<file path="src/fsc_defines.vh">
// constants of the serial flash host controller: register map, fields,
// opcodes and timing counts; included by the controller and its bench
`ifndef FSC_DEFINES_VH
`define FSC_DEFINES_VH

// register offsets
`define FSC_REG_CTRL    8'h00
`define FSC_REG_ADDR    8'h04
`define FSC_REG_LEN     8'h08
`define FSC_REG_TX      8'h0C
`define FSC_REG_RX      8'h10
`define FSC_REG_CFG     8'h14
`define FSC_REG_STATUS  8'h18

// ctrl fields
`define FSC_CTRL_START  8
`define FSC_CTRL_ABORT  9
// cfg fields
`define FSC_CFG_DC      0
`define FSC_CFG_QE      1
`define FSC_CFG_WP      2
`define FSC_CFG_HOLD    3
`define FSC_CFG_AWREN   4
`define FSC_CFG_MODE    8
// status fields
`define FSC_ST_BUSY     0
`define FSC_ST_TXFULL   1
`define FSC_ST_RXFULL   2
`define FSC_ST_DONE     3
`define FSC_ST_REFUSED  4

// reset values
`define FSC_RST_ADDR    24'h00_0000
`define FSC_RST_LEN     16'h0001
`define FSC_RST_MODE    8'h00
// third status byte: keep S23..S21 and S16, reserved bits forced to zero
`define FSC_SR3_KEEP    8'hE1

// opcodes
`define FSC_OP_WREN     8'h06
`define FSC_OP_WRDI     8'h04
`define FSC_OP_RDSR1    8'h05
`define FSC_OP_RDSR2    8'h35
`define FSC_OP_RDSR3    8'h15
`define FSC_OP_WRSR1    8'h01
`define FSC_OP_WRSR2    8'h31
`define FSC_OP_WRSR3    8'h11
`define FSC_OP_READ     8'h03
`define FSC_OP_FREAD    8'h0B
`define FSC_OP_DOREAD   8'h3B
`define FSC_OP_QOREAD   8'h6B
`define FSC_OP_DIOREAD  8'hBB
`define FSC_OP_QIOREAD  8'hEB
`define FSC_OP_PP       8'h02
`define FSC_OP_QPP      8'h32
`define FSC_OP_SE       8'h20
`define FSC_OP_BE32     8'h52
`define FSC_OP_BE64     8'hD8
`define FSC_OP_CE1      8'h60
`define FSC_OP_CE2      8'hC7
`define FSC_OP_SECER    8'h44
`define FSC_OP_SECPG    8'h42
`define FSC_OP_SECRD    8'h48
`define FSC_OP_UID      8'h4B
`define FSC_OP_RDID     8'h9F
`define FSC_OP_REMS     8'h90
`define FSC_OP_SFDP     8'h5A

// timing counts in ref_clk cycles; the dummy count is in sclk clocks
`define FSC_SCLK_HALF   8
`define FSC_CS_GAP      8
`define FSC_DUMMY_BYTE  4'd8

`endif

</file>
<file path="src/fsc_sync.v">
// three-stage pin synchroniser for the flash data lines
// assumes inputs asynchronous to ref_clk
`timescale 1ns/1ps
module fsc_sync #(
  parameter W = 4
)(
  input  wire         ref_clk,
  input  wire         rst,
  input  wire [W-1:0] pin,
  output reg  [W-1:0] q
);

  reg [W-1:0] s1;
  reg [W-1:0] s2;
  reg [W-1:0] s3;
  integer i;

  always @(posedge ref_clk or posedge rst) begin
    if (rst) begin
      s1 <= {W{1'b0}};
      s2 <= {W{1'b0}};
      s3 <= {W{1'b0}};
      q  <= {W{1'b0}};
    end else begin
      s1 <= pin;
      s2 <= s1;
      s3 <= s2;
      // a change counts once stage two and three agree
      for (i = 0; i < W; i = i + 1) begin
        if (s2[i] == s3[i]) begin
          q[i] <= s3[i];
        end
      end
    end
  end

endmodule // fsc_sync

</file>
<file path="src/fsc_host.v">
// host controller for a serial nor flash on a four-wire link
// assumes a one-cycle register port and a flash that samples on rising sclk
//
// Our own choices: the strobed register port and the register offsets.
`timescale 1ns/1ps
`include "fsc_defines.vh"
module fsc_host #(
  parameter SCLK_HALF = `FSC_SCLK_HALF,
  parameter CS_GAP    = `FSC_CS_GAP
)(
  input  wire        ref_clk,
  input  wire        rst,
  input  wire [7:0]  reg_addr,
  input  wire [31:0] reg_wdata,
  input  wire        reg_wr,
  input  wire        reg_rd,
  output reg  [31:0] reg_rdata,
  output reg         flash_cs_n,
  output reg         flash_sclk,
  input  wire [3:0]  io_in,
  output reg  [3:0]  io_out,
  output reg  [3:0]  io_oe_n
);

  localparam ST_IDLE   = 3'd0;
  localparam ST_LAUNCH = 3'd1;
  localparam ST_SHIFT  = 3'd2;
  localparam ST_HOLD   = 3'd3;
  localparam ST_GAP    = 3'd4;

  localparam PH_OP    = 3'd0;
  localparam PH_ADDR  = 3'd1;
  localparam PH_MODE  = 3'd2;
  localparam PH_DUMMY = 3'd3;
  localparam PH_DATA  = 3'd4;
  localparam PH_DONE  = 3'd5;

  localparam DIR_NONE = 2'd0;
  localparam DIR_WR   = 2'd1;
  localparam DIR_RD   = 2'd2;

  localparam [7:0] CNT_RISE = SCLK_HALF[7:0] - 8'h01;
  localparam [7:0] CNT_LAST = {SCLK_HALF[6:0], 1'b0} - 8'h01;
  localparam [7:0] GAP_LAST = CS_GAP[7:0] - 8'h01;

  ////////////////////////////////////////////////////////////////////////////
  // opcode decode

  function [2:0] f_addr_lanes;
    input [7:0] op;
    case (op)
      `FSC_OP_DIOREAD: f_addr_lanes = 3'd2;
      `FSC_OP_QIOREAD: f_addr_lanes = 3'd4;
      default:         f_addr_lanes = 3'd1;
    endcase
  endfunction

  function [2:0] f_data_lanes;
    input [7:0] op;
    case (op)
      `FSC_OP_DOREAD, `FSC_OP_DIOREAD:              f_data_lanes = 3'd2;
      `FSC_OP_QOREAD, `FSC_OP_QIOREAD, `FSC_OP_QPP: f_data_lanes = 3'd4;
      default:                                      f_data_lanes = 3'd1;
    endcase
  endfunction

  function f_has_addr;
    input [7:0] op;
    case (op)
      `FSC_OP_READ, `FSC_OP_FREAD, `FSC_OP_DOREAD, `FSC_OP_QOREAD,
      `FSC_OP_DIOREAD, `FSC_OP_QIOREAD, `FSC_OP_PP, `FSC_OP_QPP,
      `FSC_OP_SE, `FSC_OP_BE32, `FSC_OP_BE64, `FSC_OP_SECER,
      `FSC_OP_SECPG, `FSC_OP_SECRD, `FSC_OP_UID, `FSC_OP_REMS,
      `FSC_OP_SFDP: f_has_addr = 1'b1;
      default:      f_has_addr = 1'b0;
    endcase
  endfunction

  function [1:0] f_dir;
    input [7:0] op;
    case (op)
      `FSC_OP_WRSR1, `FSC_OP_WRSR2, `FSC_OP_WRSR3, `FSC_OP_PP,
      `FSC_OP_QPP, `FSC_OP_SECPG: f_dir = DIR_WR;
      `FSC_OP_RDSR1, `FSC_OP_RDSR2, `FSC_OP_RDSR3, `FSC_OP_READ,
      `FSC_OP_FREAD, `FSC_OP_DOREAD, `FSC_OP_QOREAD, `FSC_OP_DIOREAD,
      `FSC_OP_QIOREAD, `FSC_OP_SECRD, `FSC_OP_UID, `FSC_OP_RDID,
      `FSC_OP_REMS, `FSC_OP_SFDP: f_dir = DIR_RD;
      default: f_dir = DIR_NONE;
    endcase
  endfunction

  // dummy clocks after address, mode clocks excluded
  function [3:0] f_dummy;
    input [7:0] op;
    input       dc;
    case (op)
      `FSC_OP_FREAD, `FSC_OP_DOREAD, `FSC_OP_QOREAD, `FSC_OP_SECRD,
      `FSC_OP_UID, `FSC_OP_SFDP: f_dummy = `FSC_DUMMY_BYTE;
      `FSC_OP_DIOREAD: f_dummy = dc ? 4'd4 : 4'd0; // mode 4 clocks: 4 or 8
      `FSC_OP_QIOREAD: f_dummy = dc ? 4'd8 : 4'd4; // mode 2 clocks: 6 or 10
      default:         f_dummy = 4'd0;
    endcase
  endfunction

  function f_needs_wel;
    input [7:0] op;
    case (op)
      `FSC_OP_WRSR1, `FSC_OP_WRSR2, `FSC_OP_WRSR3, `FSC_OP_PP, `FSC_OP_QPP,
      `FSC_OP_SE, `FSC_OP_BE32, `FSC_OP_BE64, `FSC_OP_CE1, `FSC_OP_CE2,
      `FSC_OP_SECER, `FSC_OP_SECPG: f_needs_wel = 1'b1;
      default: f_needs_wel = 1'b0;
    endcase
  endfunction

  ////////////////////////////////////////////////////////////////////////////
  // state

  reg [7:0]  cmd_op;
  reg [7:0]  cur_op;
  reg [23:0] addr_r;
  reg [15:0] len_r;
  reg [7:0]  tx_byte;
  reg        tx_full;
  reg [7:0]  rx_byte;
  reg        rx_full;
  reg        cfg_dc;
  reg        cfg_qe;
  reg        cfg_wp;
  reg        cfg_hold;
  reg        cfg_awren;
  reg [7:0]  mode_byte;
  reg        done;
  reg        refused;
  reg        abort_req;
  reg        pre;
  reg [2:0]  state;
  reg [2:0]  phase;
  reg [7:0]  cnt;
  reg [5:0]  slots;
  reg [2:0]  bslot;
  reg [15:0] bytes_left;
  reg [31:0] sh;
  reg [7:0]  rxs;
  reg [3:0]  io_dat;
  reg [3:0]  next_out;
  reg [3:0]  next_oe_n;
  reg [2:0]  nph;

  wire [3:0] io_q;
  wire [2:0] la       = f_addr_lanes(cur_op);
  wire [2:0] ld       = f_data_lanes(cur_op);
  wire [1:0] dir      = f_dir(cur_op);
  wire [3:0] dmy      = f_dummy(cur_op, cfg_dc);
  wire       has_mode = (la != 3'd1);
  wire [2:0] lanes    = (phase == PH_OP) ? 3'd1 : (phase == PH_DATA) ? ld : la;
  wire       shifting = (state == ST_SHIFT);
  wire       quad_use = (f_addr_lanes(reg_wdata[7:0]) == 3'd4) ||
                        (f_data_lanes(reg_wdata[7:0]) == 3'd4);
  wire [7:0] launch_op = pre ? `FSC_OP_WREN : cmd_op;
  wire [7:0] tx_masked = (cur_op == `FSC_OP_WRSR3) ? (tx_byte & `FSC_SR3_KEEP)
                                                   : tx_byte;
  wire       byte_start = (phase == PH_DATA) && (bslot == 3'd0);
  wire       load_tx    = byte_start && (dir == DIR_WR);
  wire       stall      = byte_start && ((dir == DIR_WR && !tx_full) ||
                                         (dir == DIR_RD && rx_full));
  wire [7:0] top        = load_tx ? tx_masked : sh[31:24];
  wire [2:0] bslot_last = (ld == 3'd4) ? 3'd1 : (ld == 3'd2) ? 3'd3 : 3'd7;
  wire       tx_now     = (phase == PH_OP) || (phase == PH_ADDR) ||
                          (phase == PH_MODE) || (phase == PH_DATA && dir == DIR_WR);
  wire       sw_wr_ctrl = reg_wr && (reg_addr == `FSC_REG_CTRL);

  fsc_sync #(
    .W (4)
  ) u_sync (
    .ref_clk (ref_clk),
    .rst     (rst),
    .pin     (io_in),
    .q       (io_q)
  );

  ////////////////////////////////////////////////////////////////////////////
  // next phase after the current one ends

  always @* begin
    nph = PH_DONE;
    case (phase)
      PH_OP:    nph = f_has_addr(cur_op) ? PH_ADDR : PH_DATA;
      PH_ADDR:  nph = has_mode ? PH_MODE : (dmy != 4'd0) ? PH_DUMMY : PH_DATA;
      PH_MODE:  nph = (dmy != 4'd0) ? PH_DUMMY : PH_DATA;
      PH_DUMMY: nph = PH_DATA;
      default:  nph = PH_DONE;
    endcase
    if (nph == PH_DATA && (dir == DIR_NONE || bytes_left == 16'h0000)) begin
      nph = PH_DONE;
    end
  end

  ////////////////////////////////////////////////////////////////////////////
  // pin drive: io2/io3 are data lines only in a quad phase

  always @* begin
    next_out  = {cfg_hold, cfg_wp, 1'b0, io_dat[0]};
    next_oe_n = 4'b0010;
    if (shifting && lanes == 3'd2) begin
      next_out[1:0]  = io_dat[1:0];
      next_oe_n[1:0] = tx_now ? 2'b00 : 2'b11;
    end else if (shifting && lanes == 3'd4) begin
      next_out  = io_dat;
      next_oe_n = tx_now ? 4'b0000 : 4'b1111;
    end
  end

  always @* begin
    io_oe_n = next_oe_n;
  end

  ////////////////////////////////////////////////////////////////////////////
  // registers and frame engine

  always @(posedge ref_clk or posedge rst) begin
    if (rst) begin
      cmd_op <= 8'h00;  cur_op <= 8'h00;
      addr_r <= `FSC_RST_ADDR;  len_r <= `FSC_RST_LEN;
      tx_byte <= 8'h00;  tx_full <= 1'b0;
      rx_byte <= 8'h00;  rx_full <= 1'b0;
      cfg_dc <= 1'b0;  cfg_qe <= 1'b0;
      cfg_wp <= 1'b1;  cfg_hold <= 1'b1;
      cfg_awren <= 1'b0;  mode_byte <= `FSC_RST_MODE;
      done <= 1'b0;  refused <= 1'b0;
      abort_req <= 1'b0;  pre <= 1'b0;
      state <= ST_IDLE;  phase <= PH_OP;
      cnt <= 8'h00;  slots <= 6'd0;
      bslot <= 3'd0;  bytes_left <= 16'h0000;
      sh <= 32'h0000_0000;  rxs <= 8'h00;
      io_dat <= 4'h0;  io_out <= 4'hC;
      flash_cs_n <= 1'b1;  flash_sclk <= 1'b0;
    end else begin
      io_out <= next_out;
      // software clears first so that hardware sets win
      if (reg_rd && reg_addr == `FSC_REG_RX) begin
        rx_full <= 1'b0;
      end
      if (reg_wr && reg_addr == `FSC_REG_STATUS) begin
        if (reg_wdata[`FSC_ST_DONE]) done <= 1'b0;
        if (reg_wdata[`FSC_ST_REFUSED]) refused <= 1'b0;
      end
      if (reg_wr && reg_addr == `FSC_REG_ADDR) addr_r <= reg_wdata[23:0];
      if (reg_wr && reg_addr == `FSC_REG_LEN) len_r <= reg_wdata[15:0];
      if (reg_wr && reg_addr == `FSC_REG_CFG) begin
        cfg_dc    <= reg_wdata[`FSC_CFG_DC];
        cfg_qe    <= reg_wdata[`FSC_CFG_QE];
        cfg_wp    <= reg_wdata[`FSC_CFG_WP];
        cfg_hold  <= reg_wdata[`FSC_CFG_HOLD];
        cfg_awren <= reg_wdata[`FSC_CFG_AWREN];
        mode_byte <= reg_wdata[`FSC_CFG_MODE +: 8];
      end
      if (sw_wr_ctrl && reg_wdata[`FSC_CTRL_ABORT] && state != ST_IDLE) begin
        abort_req <= 1'b1;
      end
      if (sw_wr_ctrl && reg_wdata[`FSC_CTRL_START]) begin
        if (state != ST_IDLE || (quad_use && !cfg_qe)) begin
          refused <= 1'b1;
        end else begin
          cmd_op <= reg_wdata[7:0];
          pre    <= cfg_awren && f_needs_wel(reg_wdata[7:0]);
          state  <= ST_LAUNCH;
        end
      end
      case (state)
        ST_LAUNCH: begin
          cur_op     <= launch_op;
          sh         <= {launch_op, 24'h00_0000};
          phase      <= PH_OP;
          slots      <= 6'd8;
          bslot      <= 3'd0;
          bytes_left <= len_r;
          cnt        <= 8'h00;
          flash_cs_n <= 1'b0;
          state      <= ST_SHIFT;
        end
        ST_SHIFT: begin
          if (cnt == 8'h00) begin
            if (abort_req && phase == PH_DATA && (dir == DIR_RD || bslot == 3'd0)) begin
              state <= ST_HOLD;
              cnt   <= 8'h00;
            end else if (!stall) begin
              if (load_tx) begin
                sh[31:24] <= tx_masked;
                tx_full   <= 1'b0;
              end
              case (lanes)
                3'd2:    io_dat <= {2'b00, top[7:6]};
                3'd4:    io_dat <= top[7:4];
                default: io_dat <= {3'b000, top[7]};
              endcase
              cnt <= cnt + 8'h01;
            end
          end else if (cnt == CNT_RISE) begin
            flash_sclk <= 1'b1;
            case (lanes)
              3'd2:    sh <= {top[5:0], sh[23:0], 2'b00};
              3'd4:    sh <= {top[3:0], sh[23:0], 4'h0};
              default: sh <= {top[6:0], sh[23:0], 1'b0};
            endcase
            case (ld)
              3'd2:    rxs <= {rxs[5:0], io_q[1:0]};
              3'd4:    rxs <= {rxs[3:0], io_q[3:0]};
              default: rxs <= {rxs[6:0], io_q[1]};
            endcase
            cnt <= cnt + 8'h01;
          end else if (cnt == CNT_LAST) begin
            flash_sclk <= 1'b0;
            cnt        <= 8'h00;
            if (phase == PH_DATA) begin
              bslot <= bslot + 3'd1;
              if (bslot == bslot_last) begin
                bslot      <= 3'd0;
                bytes_left <= bytes_left - 16'h0001;
                if (dir == DIR_RD) begin
                  rx_byte <= rxs;
                  rx_full <= 1'b1;
                end
                if (bytes_left == 16'h0001) begin
                  state <= ST_HOLD;
                end
              end
            end else if (slots == 6'd1) begin
              phase <= nph;
              case (nph)
                PH_ADDR: begin
                  sh    <= {addr_r, 8'h00};
                  slots <= (la == 3'd4) ? 6'd6 : (la == 3'd2) ? 6'd12 : 6'd24;
                end
                PH_MODE: begin
                  sh    <= {mode_byte, 24'h00_0000};
                  slots <= (la == 3'd4) ? 6'd2 : 6'd4;
                end
                PH_DUMMY: begin
                  sh    <= 32'h0000_0000;
                  slots <= {2'b00, dmy};
                end
                PH_DATA: begin
                  bslot <= 3'd0;
                end
                default: begin
                  state <= ST_HOLD;
                end
              endcase
            end else begin
              slots <= slots - 6'd1;
            end
          end else begin
            cnt <= cnt + 8'h01;
          end
        end
        ST_HOLD: begin
          if (cnt == GAP_LAST) begin
            flash_cs_n <= 1'b1;
            cnt        <= 8'h00;
            state      <= ST_GAP;
          end else begin
            cnt <= cnt + 8'h01;
          end
        end
        ST_GAP: begin
          if (cnt == GAP_LAST) begin
            cnt <= 8'h00;
            if (pre && !abort_req) begin
              pre   <= 1'b0;
              state <= ST_LAUNCH;
            end else begin
              pre       <= 1'b0;
              abort_req <= 1'b0;
              done      <= 1'b1;
              state     <= ST_IDLE;
            end
          end else begin
            cnt <= cnt + 8'h01;
          end
        end
        default: begin
          flash_cs_n <= 1'b1;
          flash_sclk <= 1'b0;
        end
      endcase
      if (reg_wr && reg_addr == `FSC_REG_TX && !tx_full) begin
        tx_byte <= reg_wdata[7:0];
        tx_full <= 1'b1;
      end
    end
  end

  ////////////////////////////////////////////////////////////////////////////
  // read port: data one cycle after the strobe, unmapped reads zero

  always @(posedge ref_clk or posedge rst) begin
    if (rst) begin
      reg_rdata <= 32'h0000_0000;
    end else if (reg_rd) begin
      case (reg_addr)
        `FSC_REG_CTRL:   reg_rdata <= {24'h00_0000, cmd_op};
        `FSC_REG_ADDR:   reg_rdata <= {8'h00, addr_r};
        `FSC_REG_LEN:    reg_rdata <= {16'h0000, len_r};
        `FSC_REG_TX:     reg_rdata <= {23'h00_0000, tx_full, tx_byte};
        `FSC_REG_RX:     reg_rdata <= {24'h00_0000, rx_byte};
        `FSC_REG_CFG:    reg_rdata <= {16'h0000, mode_byte, 3'b000, cfg_awren,
                                       cfg_hold, cfg_wp, cfg_qe, cfg_dc};
        `FSC_REG_STATUS: reg_rdata <= {27'h000_0000, refused, done, rx_full,
                                       tx_full, state != ST_IDLE};
        default:         reg_rdata <= 32'h0000_0000;
      endcase
    end else begin
      reg_rdata <= 32'h0000_0000;
    end
  end

endmodule // fsc_host

</file>
<file path="config.mk">
export PLATFORM = sky130hd
export DESIGN_NAME = fsc_host
export DESIGN_NICKNAME = d
export VERILOG_FILES = /design/src/fsc_sync.v /design/src/fsc_host.v
export VERILOG_INCLUDE_DIRS = /design/src
export SDC_FILE = /design/constraint.sdc
export NUM_CORES = 1
export LEC_CHECK = 0
export BUFFER_PORTS_ARGS = -buffer_cell sky130_fd_sc_hd__buf_2
export CORE_UTILIZATION = 55
export CTS_CLUSTER_SIZE = 20
export DETAILED_ROUTE_END_ITERATION = 7
export HOLD_SLACK_MARGIN = 0.05
export PLACE_DENSITY_LB_ADDON = 0.12
export SETUP_SLACK_MARGIN = 0.4
export SLEW_MARGIN = 15
export SYNTH_ARGS = -nofsm -noshare
export SYNTH_HDL_FRONTEND = slang
export SYNTH_SLANG_ARGS = --single-unit
</file>
<file path="constraint.sdc">
create_clock -name ref_clk -period 7.2 [get_ports ref_clk]
set_input_delay 0.72 -clock ref_clk [delete_from_list [all_inputs] [get_ports ref_clk]]
set_output_delay 0.72 -clock ref_clk [all_outputs]
set_load 0.05 [all_outputs]
</file>
==> impl_metrics.prom, run 1 <==
# TYPE chip_impl_metric gauge
chip_impl_info{name="outcome",value="completed"} 1
chip_impl_metric{name="drtAntennaViolNets",unit=""} 0
chip_impl_info{name="timing.critical_path.from_type",value="flip-flop"} 1
chip_impl_metric{name="netlist_instances",unit=""} 1185
chip_impl_info{name="worst_setup_path_end_kind",value="output pin"} 1
chip_impl_info{name="reg2reg_from",value="cur_op[4]"} 1
chip_impl_info{name="cts_tree",value="done"} 1
chip_impl_metric{name="synth.avg_cell_area",unit="um2"} 9.65
chip_impl_info{name="clock_root_buffer",value="sky130_fd_sc_hd__clkbuf_16"} 1
chip_impl_metric{name="clock-sinks",unit=""} 212
chip_impl_metric{name="setup.reg_to_reg.worst_slack",unit="ps"} 2720
chip_impl_metric{name="cts_max_path_buffers",unit=""} 3
chip_impl_info{name="startpoint",value="cur_op[4]"} 1
chip_impl_metric{name="finalSetupTns",unit="ps"} 0
chip_impl_metric{name="drive_above_1_share",unit=""} 0.198
chip_impl_metric{name="ctsResizeCount",unit=""} 0
chip_impl_metric{name="grt_first_pass_wirelength",unit="um"} 51800
chip_impl_metric{name="pin_count_of_the_biggest_net_entering_global_routing",unit=""} 140
chip_impl_metric{name="ys_warn_count",unit=""} 0
chip_impl_metric{name="floorplan.initialDensity",unit=""} 0.563
chip_impl_metric{name="cellLeakagePower",unit="nW"} 5.57
chip_impl_metric{name="layout.cell_area.non_filler",unit="um2"} 12600
chip_impl_metric{name="placeableCoreArea",unit="um2"} 20300
chip_impl_metric{name="numPortBuffers",unit=""} 73
chip_impl_metric{name="power.density_cell_area",unit="nW/um2"} 270
chip_impl_metric{name="critPathRequiredTime",unit="ps"} 6480
chip_impl_metric{name="setup_viol",unit=""} 0
chip_impl_metric{name="clk_transition_reported_paths",unit="ps"} 60
chip_impl_metric{name="timing_hold_violations_final",unit=""} 0
chip_impl_metric{name="tightestPinTransition",unit="ps"} 1150
chip_impl_metric{name="skew",unit="ps"} 15.5
chip_impl_metric{name="rows",unit=""} 52
chip_impl_metric{name="worst_r2r_path_cells",unit=""} 10
chip_impl_metric{name="layout_min_cycle_time",unit="ps"} 4960
chip_impl_metric{name="first_global_vias",unit=""} 9241
chip_impl_metric{name="drt_first_iter_violations",unit=""} 958
chip_impl_metric{name="numCtsBuffers",unit=""} 24
chip_impl_metric{name="gr-usage-all-layers",unit=""} 0.307
chip_impl_metric{name="ir_drop",unit="uV"} 158
chip_impl_metric{name="drt-total-wl",unit="um"} 32400
chip_impl_info{name="critical_path.endpoint",value="io_oe_n[0]"} 1
chip_impl_metric{name="maxSlewHeadroom",unit=""} 0.235
chip_impl_metric{name="clk-insertion-delay-late",unit="ps"} 520
chip_impl_metric{name="die_area",unit="um2"} 21400
chip_impl_info{name="critical_path_type",value="reg2out"} 1
chip_impl_metric{name="post_cts_hold_buffer_count",unit=""} 0
chip_impl_metric{name="max_cap_viol_count",unit=""} 0
chip_impl_metric{name="detailedPlacementHpwl",unit="um"} 22200
chip_impl_metric{name="post_cts.repair.setup_buffers",unit=""} 0
chip_impl_metric{name="io-pin-count",unit=""} 90
chip_impl_metric{name="asyncSetResetFlopFracSynth",unit=""} 1.00
chip_impl_metric{name="slew_viol_final",unit=""} 0
chip_impl_metric{name="die_y",unit="um"} 146
chip_impl_metric{name="seq_area_frac_synth",unit=""} 0.465
chip_impl_metric{name="synth-edff-count",unit=""} 0
chip_impl_metric{name="avgViaCountPerCell",unit=""} 6.46
chip_impl_metric{name="antenna_violations_before_repair",unit=""} 0
chip_impl_info{name="worstHoldPathType",value="in2reg"} 1
chip_impl_metric{name="drcViolationCount",unit=""} 0
chip_impl_metric{name="fmaxAchievable",unit="MHz"} 202
chip_impl_metric{name="syn_area",unit="um2"} 11400
chip_impl_metric{name="drt_pass1_iterations",unit=""} 5
chip_impl_metric{name="critical_path.max_fanout",unit=""} 21
chip_impl_info{name="postSynth.topFlopCell",value="sky130_fd_sc_hd__dfrtp_1"} 1
chip_impl_metric{name="die_w",unit="um"} 146
chip_impl_metric{name="yosys.cell_types.count",unit=""} 91
chip_impl_metric{name="gr-total-overflow",unit=""} 0
chip_impl_metric{name="fin_hold_ws",unit="ps"} 308
chip_impl_info{name="rr_endpoint",value="bslot[0]"} 1
chip_impl_metric{name="gp_congestion",unit=""} 0.932
chip_impl_metric{name="htree_num_levels",unit=""} 1
chip_impl_metric{name="layout.filler_cells",unit=""} 1710
chip_impl_info{name="grt_setup_unrepaired",value="no"} 1
chip_impl_metric{name="dr_total_vias",unit=""} 9690
chip_impl_metric{name="cp.arrival",unit="ps"} 4240
chip_impl_metric{name="wl_per_cell",unit="um"} 21.6
chip_impl_metric{name="finalNetCount",unit=""} 1274
chip_impl_metric{name="area_growth",unit="%"} 10.3
chip_impl_metric{name="layout_worst_path_cycle_share",unit=""} 0.688
chip_impl_metric{name="synth-seq-cells",unit=""} 212
chip_impl_metric{name="postPlaceCellArea",unit="um2"} 11800
report_power, final:
| group | internal (mW) | switching [mW] | leakage, nW |
|---|---|---|---|
| clock network | 0.711 | 0.493 | 0.378 |
| logic | 0.246 | 0.406 | 2.39 |
| registers | 1.36 | 0.194 | 2.80 |
per-stage QoR:
| step | utilization | cells | worst slack [ps] | power, mW |
|---|---|---|---|---|
| global placement | 0.583 | 1457 | 2860 | 2.18 |
| floorplan | - | 1192 | 696 | 2.02 |
| CTS | 0.621 | 1499 | 2280 | 3.40 |
| global route | 0.621 | 1499 | 1970 | 3.57 |
| detailed placement | 0.583 | 1457 | 2790 | 2.20 |
| finish | 0.621 | 1500 | 2240 | 3.41 |
worst max-delay path: stages, from the launching register on:
cell and delay (ps):
sky130_fd_sc_hd__dfrtp_1 670, sky130_fd_sc_hd__nor2b_1 270, sky130_fd_sc_hd__and3_1 270, sky130_fd_sc_hd__nand2_1 100
sky130_fd_sc_hd__ha_1 340, sky130_fd_sc_hd__nor4_1 420, sky130_fd_sc_hd__o211a_1 710, sky130_fd_sc_hd__nor2_1 90
sky130_fd_sc_hd__buf_4 240, sky130_fd_sc_hd__nor3_1 260, sky130_fd_sc_hd__buf_2 320
metal layers:
layer | GRT usage | vias to the layer above | routed length (um)
met5 | 0 | - | 0
met4 | 0.0766 | 0 | 675
met3 | 0.0553 | 46 | 2580
met2 | 0.477 | 428 | 14900
met1 | 0.446 | 4823 | 14200
li1 | - | 4393 | -
cell families (layout without fill, tap and decap cells):
group,count (synthesis),in the layout,synth area share
AND/OR/NAND/NOR,371,371,0.164
AO/OA/AOI/OAI,356,356,0.202
flip-flops,212,212,0.465
buffers and inverters,121,158,0.0474
multiplexers,97,97,0.0968
adder cells (fa/ha/maj),17,17,0.0177
XOR/XNOR,10,10,0.00766
other,1,9,0.000328
flip-flops by register name, indices dropped and copies added (netlist names), 6 cells and up:
register,flops
cnt,8
sh,24
bytes_left,16
cur_op,8
tx_byte,8
cmd_op,8
len_r,16
addr_r,24
mode_byte,8
slots,6
rxs,8
rx_byte,8
reg_rdata,24
area by class of cell:
class                   instances  area [um2]  share of cell area
multi-input cells             859        5610               0.445
flip-flops and latches        212        5310               0.421
clock buffers                  35         703              0.0558
repair buffers                 84         448              0.0355
well taps                     270         338              0.0268
inverters                      32         128              0.0101
clock inverters                 7        66.3             0.00526
diodes                          1        2.50            0.000198
placed cells by master (no fill, tap or decap), types with 5 or more instances in the layout:
master / count
sky130_fd_sc_hd__a211oi_1: 5
sky130_fd_sc_hd__a21oi_1: 135
sky130_fd_sc_hd__a221o_1: 5
sky130_fd_sc_hd__a221oi_1: 12
sky130_fd_sc_hd__a222oi_1: 11
sky130_fd_sc_hd__a22o_1: 5
sky130_fd_sc_hd__a22oi_1: 30
sky130_fd_sc_hd__a31oi_1: 18
sky130_fd_sc_hd__and2_1: 17
sky130_fd_sc_hd__and3_1: 10
sky130_fd_sc_hd__buf_2: 73
sky130_fd_sc_hd__buf_4: 11
sky130_fd_sc_hd__clkbuf_1: 6
sky130_fd_sc_hd__clkbuf_16: 25
sky130_fd_sc_hd__conb_1: 8
sky130_fd_sc_hd__dfrtp_1: 206
sky130_fd_sc_hd__dfstp_2: 6
sky130_fd_sc_hd__ha_1: 13
sky130_fd_sc_hd__inv_1: 31
sky130_fd_sc_hd__mux2_2: 91
sky130_fd_sc_hd__nand2_1: 89
sky130_fd_sc_hd__nand2b_1: 18
sky130_fd_sc_hd__nand3_1: 25
sky130_fd_sc_hd__nand3b_1: 8
sky130_fd_sc_hd__nand4_1: 6
sky130_fd_sc_hd__nand4b_1: 9
sky130_fd_sc_hd__nor2_1: 105
sky130_fd_sc_hd__nor2b_1: 11
sky130_fd_sc_hd__nor3_1: 32
sky130_fd_sc_hd__nor4_1: 5
sky130_fd_sc_hd__o21ai_0: 62
sky130_fd_sc_hd__o22a_1: 6
sky130_fd_sc_hd__o22ai_1: 7
sky130_fd_sc_hd__o31ai_1: 8
sky130_fd_sc_hd__o41ai_1: 7
sky130_fd_sc_hd__or3_1: 10
sky130_fd_sc_hd__xnor2_1: 7
worst min-delay path by stage:
stage	start	cells after the start	endpoint
floorplan	u_sync.s1[0]	0	u_sync.s2[0]
global placement	u_sync.s1[2]	0	u_sync.s2[2]
detailed placement	u_sync.s1[2]	0	u_sync.s2[2]
CTS	io_in[1]	1	u_sync.s1[1]
global route	io_in[0]	1	u_sync.s1[0]
finish	io_in[1]	1	u_sync.s1[1]
synthesized netlist by cell type (11+ instances only):
cell type                  count  area [um2]
sky130_fd_sc_hd__nand3_1      25         125
sky130_fd_sc_hd__nor3_1       32         160
sky130_fd_sc_hd__a21oi_1     135         676
sky130_fd_sc_hd__o21ai_0      62         310
sky130_fd_sc_hd__nor2_1      105         394
sky130_fd_sc_hd__a22oi_1      30         225
sky130_fd_sc_hd__nand2b_1     18         113
sky130_fd_sc_hd__a31oi_1      19         119
sky130_fd_sc_hd__buf_4        13        97.6
sky130_fd_sc_hd__a221oi_1     12         105
sky130_fd_sc_hd__nor2b_1      11        68.8
sky130_fd_sc_hd__dfrtp_1     206        5150
sky130_fd_sc_hd__a222oi_1     11         110
sky130_fd_sc_hd__mux2_2       91        1020
sky130_fd_sc_hd__inv_1        32         120
sky130_fd_sc_hd__buf_2        13        65.1
sky130_fd_sc_hd__clkbuf_1     53         199
sky130_fd_sc_hd__and2_1       16         100
sky130_fd_sc_hd__nand2_1      89         334
sky130_fd_sc_hd__ha_1         13         163
Note: power is estimated with default switching activity, not from simulation.
==> run 2, diff against run 1 <==
Clock period 7.2 ns to 4.85 ns, I/O delays scaled along.
==> run 2 against run 1 <==
Die area is the same. Via count shrank 0.50%. Sequential share of layout area shrank 0.40 points. Clock power grew 58%. Cell count grew 0.40%. Core utilization grew 0.59 points. Worst hold slack lost 230 ps. Clock-buffer cell count shrank 6. Setup slack lost 1600 ps. Critical path type unchanged. Largest cell class unchanged.
==> impl_metrics.prom, run 2 (same netlist as run 1, synthesis figures left out) <==
# TYPE chip_impl_metric gauge
chip_impl_metric{name="finalNetCount",unit=""} 1281
chip_impl_metric{name="layout_min_cycle_time",unit="ps"} 4200
chip_impl_metric{name="pin_count_of_the_biggest_net_entering_global_routing",unit=""} 133
chip_impl_metric{name="power.share.combinational",unit=""} 0.187
chip_impl_metric{name="critical_path.max_fanout",unit=""} 21
chip_impl_metric{name="drt_first_iter_violations",unit=""} 755
chip_impl_info{name="critical_path_type",value="reg2out"} 1
chip_impl_metric{name="post_cts_hold_buffer_count",unit=""} 0
chip_impl_metric{name="fmaxAchievable",unit="MHz"} 238
chip_impl_metric{name="area_growth",unit="%"} 11.4
chip_impl_metric{name="first_global_vias",unit=""} 9232
chip_impl_metric{name="drive_above_1_share",unit=""} 0.206
chip_impl_metric{name="ir_drop",unit="uV"} 298
chip_impl_metric{name="max_cap_viol_count",unit=""} 0
chip_impl_metric{name="gp_congestion",unit=""} 0.930
chip_impl_info{name="reg_top3",value="addr_r (24), reg_rdata (24), sh (24)"} 1
chip_impl_metric{name="setup_viol",unit=""} 0
chip_impl_metric{name="drtAntennaViolNets",unit=""} 0
chip_impl_metric{name="clk_transition_reported_paths",unit="ps"} 60
chip_impl_metric{name="p_seq_frac",unit=""} 0.446
chip_impl_metric{name="maxSlewHeadroom",unit=""} 0.204
chip_impl_metric{name="slew_viol_final",unit=""} 0
chip_impl_metric{name="avgViaCountPerCell",unit=""} 6.40
chip_impl_info{name="cts_tree",value="done"} 1
chip_impl_metric{name="die_area",unit="um2"} 21400
chip_impl_metric{name="antenna_violations_before_repair",unit=""} 0
chip_impl_metric{name="numPortBuffers",unit=""} 73
chip_impl_metric{name="power.net_switching",unit="mW"} 1.61
chip_impl_metric{name="gr-total-overflow",unit=""} 0
chip_impl_metric{name="finalSetupTns",unit="ps"} 0
chip_impl_metric{name="critPathRequiredTime",unit="ps"} 4370
chip_impl_metric{name="rows",unit=""} 52
chip_impl_metric{name="tightestPinTransition",unit="ps"} 1190
chip_impl_info{name="outcome",value="completed"} 1
chip_impl_metric{name="timing_hold_violations_final",unit=""} 0
chip_impl_metric{name="dr_total_vias",unit=""} 9642
chip_impl_metric{name="fin_total_pwr",unit="mW"} 5.16
chip_impl_metric{name="io-pin-count",unit=""} 90
chip_impl_metric{name="utilization_after_layout",unit=""} 0.627
chip_impl_metric{name="floorplan.initialDensity",unit=""} 0.563
chip_impl_metric{name="drt-total-wl",unit="um"} 31700
chip_impl_metric{name="grt_first_pass_wirelength",unit="um"} 51000
chip_impl_metric{name="detailedPlacementHpwl",unit="um"} 22000
chip_impl_info{name="worst_setup_path_end_kind",value="output pin"} 1
chip_impl_metric{name="die_y",unit="um"} 146
chip_impl_metric{name="layout_worst_path_cycle_share",unit=""} 0.867
chip_impl_info{name="worstHoldPathType",value="in2reg"} 1
chip_impl_metric{name="insertedDiodeCount",unit=""} 0
chip_impl_metric{name="cellLeakagePower",unit="nW"} 5.62
chip_impl_metric{name="post_cts.repair.setup_buffers",unit=""} 0
chip_impl_metric{name="cts_max_path_buffers",unit=""} 3
chip_impl_info{name="final_common_cell",value="sky130_fd_sc_hd__dfrtp_1"} 1
chip_impl_metric{name="clk-insertion-delay-late",unit="ps"} 510
chip_impl_metric{name="placeableCoreArea",unit="um2"} 20300
chip_impl_metric{name="die_w",unit="um"} 146
chip_impl_metric{name="cp.arrival",unit="ps"} 3720
chip_impl_metric{name="clock-sinks",unit=""} 212
chip_impl_info{name="final_cell_mix",value="sky130_fd_sc_hd__dfrtp_1, sky130_fd_sc_hd__a21oi_1, sky130_fd_sc_hd__nor2_1"} 1
chip_impl_metric{name="power_frac_clock",unit=""} 0.366
chip_impl_metric{name="power_switching_share",unit=""} 0.312
chip_impl_metric{name="htree_num_levels",unit=""} 1
chip_impl_metric{name="gr-usage-all-layers",unit=""} 0.303
chip_impl_info{name="grt_setup_unrepaired",value="no"} 1
chip_impl_metric{name="power_report.internal_total",unit="mW"} 3.55
chip_impl_metric{name="ctsResizeCount",unit=""} 0
chip_impl_metric{name="drcViolationCount",unit=""} 0
chip_impl_metric{name="drt_pass1_iterations",unit=""} 7
chip_impl_metric{name="skew",unit="ps"} 7.97
chip_impl_info{name="timing.critical_path.from_type",value="flip-flop"} 1
chip_impl_metric{name="numCtsBuffers",unit=""} 23
chip_impl_info{name="clock_root_buffer",value="sky130_fd_sc_hd__clkbuf_16"} 1
chip_impl_metric{name="power.density_cell_area",unit="nW/um2"} 405
chip_impl_metric{name="wl_per_cell",unit="um"} 21.0
run 2: power groups by stage:
stage,sequential [mW],combinational (mW),clock (mW)
final,2.30,0.965,1.89
after global routing,2.34,1.08,1.99
after CTS,2.29,0.952,1.92
after detailed placement,2.31,0.948,0
after global placement,2.31,0.931,0
after floorplan,2.21,0.786,0
run 2: area by class of cell:
| cell class | instances | area [um2] |
|---|---|---|
| sequential | 212 | 5310 |
| multi-input combinational | 859 | 5610 |
| tap | 270 | 338 |
| fill | 1685 | 7570 |
| clock buffer | 29 | 648 |
| timing repair buffer | 92 | 520 |
| inverter | 32 | 124 |
| clock inverter | 12 | 175 |
run 2: critical path, stage by stage, from the launching register on:
cell and delay, ps:
sky130_fd_sc_hd__dfrtp_1 670, sky130_fd_sc_hd__nor2b_1 290, sky130_fd_sc_hd__and3_1 290, sky130_fd_sc_hd__nand2_1 110, sky130_fd_sc_hd__ha_1 340, sky130_fd_sc_hd__nor4_1 410
sky130_fd_sc_hd__o211a_1 200, sky130_fd_sc_hd__buf_4 280, sky130_fd_sc_hd__nor2_1 100, sky130_fd_sc_hd__nor3_1 210, sky130_fd_sc_hd__buf_2 300
run 2: path summary, 6_finish.rpt:
path / from / to / slack [ps] / cells past startpoint
worst max register to register: cur_op[4] / sh[21] / 880 / 11
max in group asynchronous: rst / cnt[7] / 3630 / 3
min in group asynchronous: rst / reg_rdata[11] / 80 / 2
worst max-delay path: cur_op[4] / io_oe_n[0] / 650 / 10
worst min register to register: u_sync.s1[2] / u_sync.s2[2] / 350 / 0
worst min-delay path: io_in[0] / u_sync.s1[0] / 70 / 1
run 2: through the flow:
stage | hold WS [ps] | setup slack [ps] | cell area, um2 | cells
after floorplan | 331 | 593 | 11500 | 1192
after global placement | 332 | 1010 | 11900 | 1465
after detailed placement | 337 | 970 | 11900 | 1465
after CTS | 61.6 | 678 | 12700 | 1506
after global routing | 62.2 | 429 | 12700 | 1506
final | 74.0 | 647 | 12700 | 1506
run 2: layer usage:
| layer | GRT usage | part of all wire | vias to the layer above |
|---|---|---|---|
| met5 | 0 | 0 | - |
| met4 | 0.103 | 0.029 | 0 |
| met3 | 0.0494 | 0.078 | 70 |
| met2 | 0.469 | 0.45 | 411 |
| met1 | 0.434 | 0.44 | 4740 |
| li1 | - | - | 4421 |
==> run 3, diff against run 2 <==
Settings changed: ABC_CLOCK_PERIOD_IN_PS set to 4850, CORE_ASPECT_RATIO set to 0.7.
==> run 3 against run 2 <==
Wire length up 3.1%. Clock skew increased by 16 ps. Maximum frequency is 2.4% lower. Critical path depth shrank 1. Global-route usage is 0.52 points higher. Combinational power about the same. Clock-buffer cell count up 2. Register-to-register slack better by 110 ps. Worst hold slack lost 3.2 ps. Setup slack lost 110 ps. Sequential cell count stayed put. First-iteration DRC count grew 50%. Critical path type unchanged.
==> impl_metrics.prom, run 3 (same netlist as run 1, synthesis figures left out) <==
# TYPE chip_impl_metric gauge
chip_impl_info{name="cts_tree",value="done"} 1
chip_impl_metric{name="max_cap_viol_count",unit=""} 0
chip_impl_metric{name="drt_first_iter_violations",unit=""} 1131
chip_impl_metric{name="setup_viol",unit=""} 0
chip_impl_info{name="clock_root_buffer",value="sky130_fd_sc_hd__clkbuf_16"} 1
chip_impl_metric{name="rows",unit=""} 43
chip_impl_metric{name="dp_worst_setup_slack",unit="ps"} 1040
chip_impl_info{name="final_common_cell",value="sky130_fd_sc_hd__dfrtp_1"} 1
chip_impl_metric{name="placeableCoreArea",unit="um2"} 20100
chip_impl_metric{name="numCtsBuffers",unit=""} 22
chip_impl_metric{name="dr_total_vias",unit=""} 9762
chip_impl_info{name="timing.critical_path.from_type",value="flip-flop"} 1
chip_impl_metric{name="clock-sinks",unit=""} 212
chip_impl_info{name="worstHoldPathType",value="in2reg"} 1
chip_impl_metric{name="numPortBuffers",unit=""} 73
chip_impl_metric{name="drtAntennaViolNets",unit=""} 0
chip_impl_metric{name="gr-total-overflow",unit=""} 0
chip_impl_metric{name="insertedDiodeCount",unit=""} 0
chip_impl_metric{name="cp.arrival",unit="ps"} 3820
chip_impl_metric{name="drt-total-wl",unit="um"} 32700
chip_impl_metric{name="grt_first_pass_wirelength",unit="um"} 50600
chip_impl_metric{name="power.density_cell_area",unit="nW/um2"} 399
chip_impl_metric{name="cts_max_path_buffers",unit=""} 3
chip_impl_metric{name="wl_per_cell",unit="um"} 21.7
chip_impl_metric{name="layout_min_cycle_time",unit="ps"} 4310
chip_impl_metric{name="cellLeakagePower",unit="nW"} 5.61
chip_impl_metric{name="htree_num_levels",unit=""} 1
chip_impl_metric{name="detailedPlacementHpwl",unit="um"} 23000
chip_impl_metric{name="layout_worst_path_cycle_share",unit=""} 0.888
chip_impl_metric{name="clk-insertion-delay-late",unit="ps"} 520
chip_impl_metric{name="slew_viol_final",unit=""} 0
chip_impl_metric{name="antenna_violations_before_repair",unit=""} 0
chip_impl_metric{name="critical_path.max_fanout",unit=""} 16
chip_impl_metric{name="post_cts_hold_buffer_count",unit=""} 0
chip_impl_metric{name="io-pin-count",unit=""} 90
chip_impl_metric{name="avgViaCountPerCell",unit=""} 6.49
chip_impl_metric{name="clk_transition_reported_paths",unit="ps"} 60
chip_impl_metric{name="ir_drop",unit="uV"} 307
chip_impl_metric{name="critPathRequiredTime",unit="ps"} 4370
chip_impl_metric{name="layout_setup_ws",unit="ps"} 542
chip_impl_metric{name="pin_count_of_the_biggest_net_entering_global_routing",unit=""} 138
chip_impl_metric{name="numPlacedInstances",unit=""} 1464
chip_impl_metric{name="gp_congestion",unit=""} 0.961
chip_impl_metric{name="die_w",unit="um"} 174
chip_impl_metric{name="die_y",unit="um"} 123
chip_impl_metric{name="floorplan.initialDensity",unit=""} 0.570
chip_impl_metric{name="fmaxAchievable",unit="MHz"} 232
chip_impl_metric{name="layoutNonFillerInstCount",unit=""} 1504
chip_impl_info{name="outcome",value="completed"} 1
chip_impl_metric{name="drt_pass1_iterations",unit=""} 5
chip_impl_info{name="critical_path_type",value="reg2out"} 1
chip_impl_info{name="worst_setup_path_end_kind",value="output pin"} 1
chip_impl_metric{name="die_area",unit="um2"} 21400
chip_impl_metric{name="finalNetCount",unit=""} 1279
chip_impl_metric{name="layout.cell_area.non_filler",unit="um2"} 12700
chip_impl_metric{name="timing_hold_violations_final",unit=""} 0
chip_impl_metric{name="first_global_vias",unit=""} 8798
chip_impl_metric{name="drcViolationCount",unit=""} 0
chip_impl_metric{name="utilization_after_layout",unit=""} 0.632
chip_impl_metric{name="gr-usage-all-layers",unit=""} 0.308
chip_impl_info{name="grt_setup_unrepaired",value="no"} 1
chip_impl_metric{name="finalSetupTns",unit="ps"} 0
chip_impl_info{name="final_cell_mix",value="sky130_fd_sc_hd__dfrtp_1, sky130_fd_sc_hd__a21oi_1, sky130_fd_sc_hd__nor2_1"} 1
chip_impl_metric{name="area_growth",unit="%"} 10.9
chip_impl_info{name="reg_top3",value="addr_r (24), reg_rdata (24), sh (24)"} 1
chip_impl_metric{name="skew",unit="ps"} 24.2
chip_impl_metric{name="maxSlewHeadroom",unit=""} 0.242
chip_impl_metric{name="postPlaceCellArea",unit="um2"} 11900
chip_impl_metric{name="drive_above_1_share",unit=""} 0.204
chip_impl_metric{name="tightestPinTransition",unit="ps"} 1130
==> run 3: cell types whose count changed in the layout (fill, tap and decap cells not counted), sizes merged <==
cell	delta
clkinv	+1
buf	-1
bufinv	-1
clkinvlp	-3
clkbuf	+2
==> run 3: worst paths after layout <==
path                       depth (start not counted)  slack (ps)    startpoint      endpoint
max                                                9         540     cur_op[6]    io_oe_n[1]
min                                                1          70      io_in[2]  u_sync.s1[2]
max reg2reg                                       10         990     cur_op[2]    rx_byte[3]
min reg2reg                                        0         350  u_sync.s1[1]  u_sync.s2[1]
max in group asynchronous                          3        3900           rst   u_sync.q[2]
min in group asynchronous                          3         170           rst    addr_r[12]
==> run 3: layout make-up <==
class	instances	area, um2
Clock buffer	31	644
Clock inverter	9	135
Fill cell	1685	7390
Inverter	32	124
Multi-Input combinational cell	859	5610
Sequential cell	212	5310
Tap cell	270	338
Timing Repair Buffer	91	513
==> run 3: where the power goes <==
part / internal, mW / leakage (nW) / switching (mW)
Clock: 1.09 / 0.387 / 0.715
Combinational: 0.367 / 2.42 / 0.595
Sequential: 2.02 / 2.80 / 0.281
==> run 3: routing by layer <==
| metal | GRT usage | wire length (um) | vias to the layer above |
|---|---|---|---|
| met3 | 0.0586 | 3160 | 46 |
| li1 | - | - | 4400 |
| met2 | 0.423 | 13500 | 453 |
| met4 | 0.0839 | 779 | 0 |
| met5 | 0 | 0 | - |
| met1 | 0.489 | 15200 | 4863 |
==> run 3: per-stage QoR <==
stage | hold WS, ps | total power, mW
final | 70.8 | 5.07
after global routing | 59.3 | 5.30
after CTS | 57.3 | 5.07
after detailed placement | 335 | 3.26
after global placement | 331 | 3.24
after floorplan | 331 | 3.00
==> run 3: what timing repair did <==
action                     in CTS  in global routing
setup endpoints to repair       0                  3
buffers inserted                0                  0
gates resized for setup         0                  1
==> run 3: critical path, cell delays in order, from the launching register on <==
cell and delay (ps):
sky130_fd_sc_hd__dfrtp_1 640, sky130_fd_sc_hd__nor2b_1 140, sky130_fd_sc_hd__and3_1 260, sky130_fd_sc_hd__nand2_1 110
sky130_fd_sc_hd__ha_1 360, sky130_fd_sc_hd__nor4_1 130, sky130_fd_sc_hd__o21ai_1 700, sky130_fd_sc_hd__nand2_1 440
sky130_fd_sc_hd__nand3_1 230, sky130_fd_sc_hd__buf_2 280
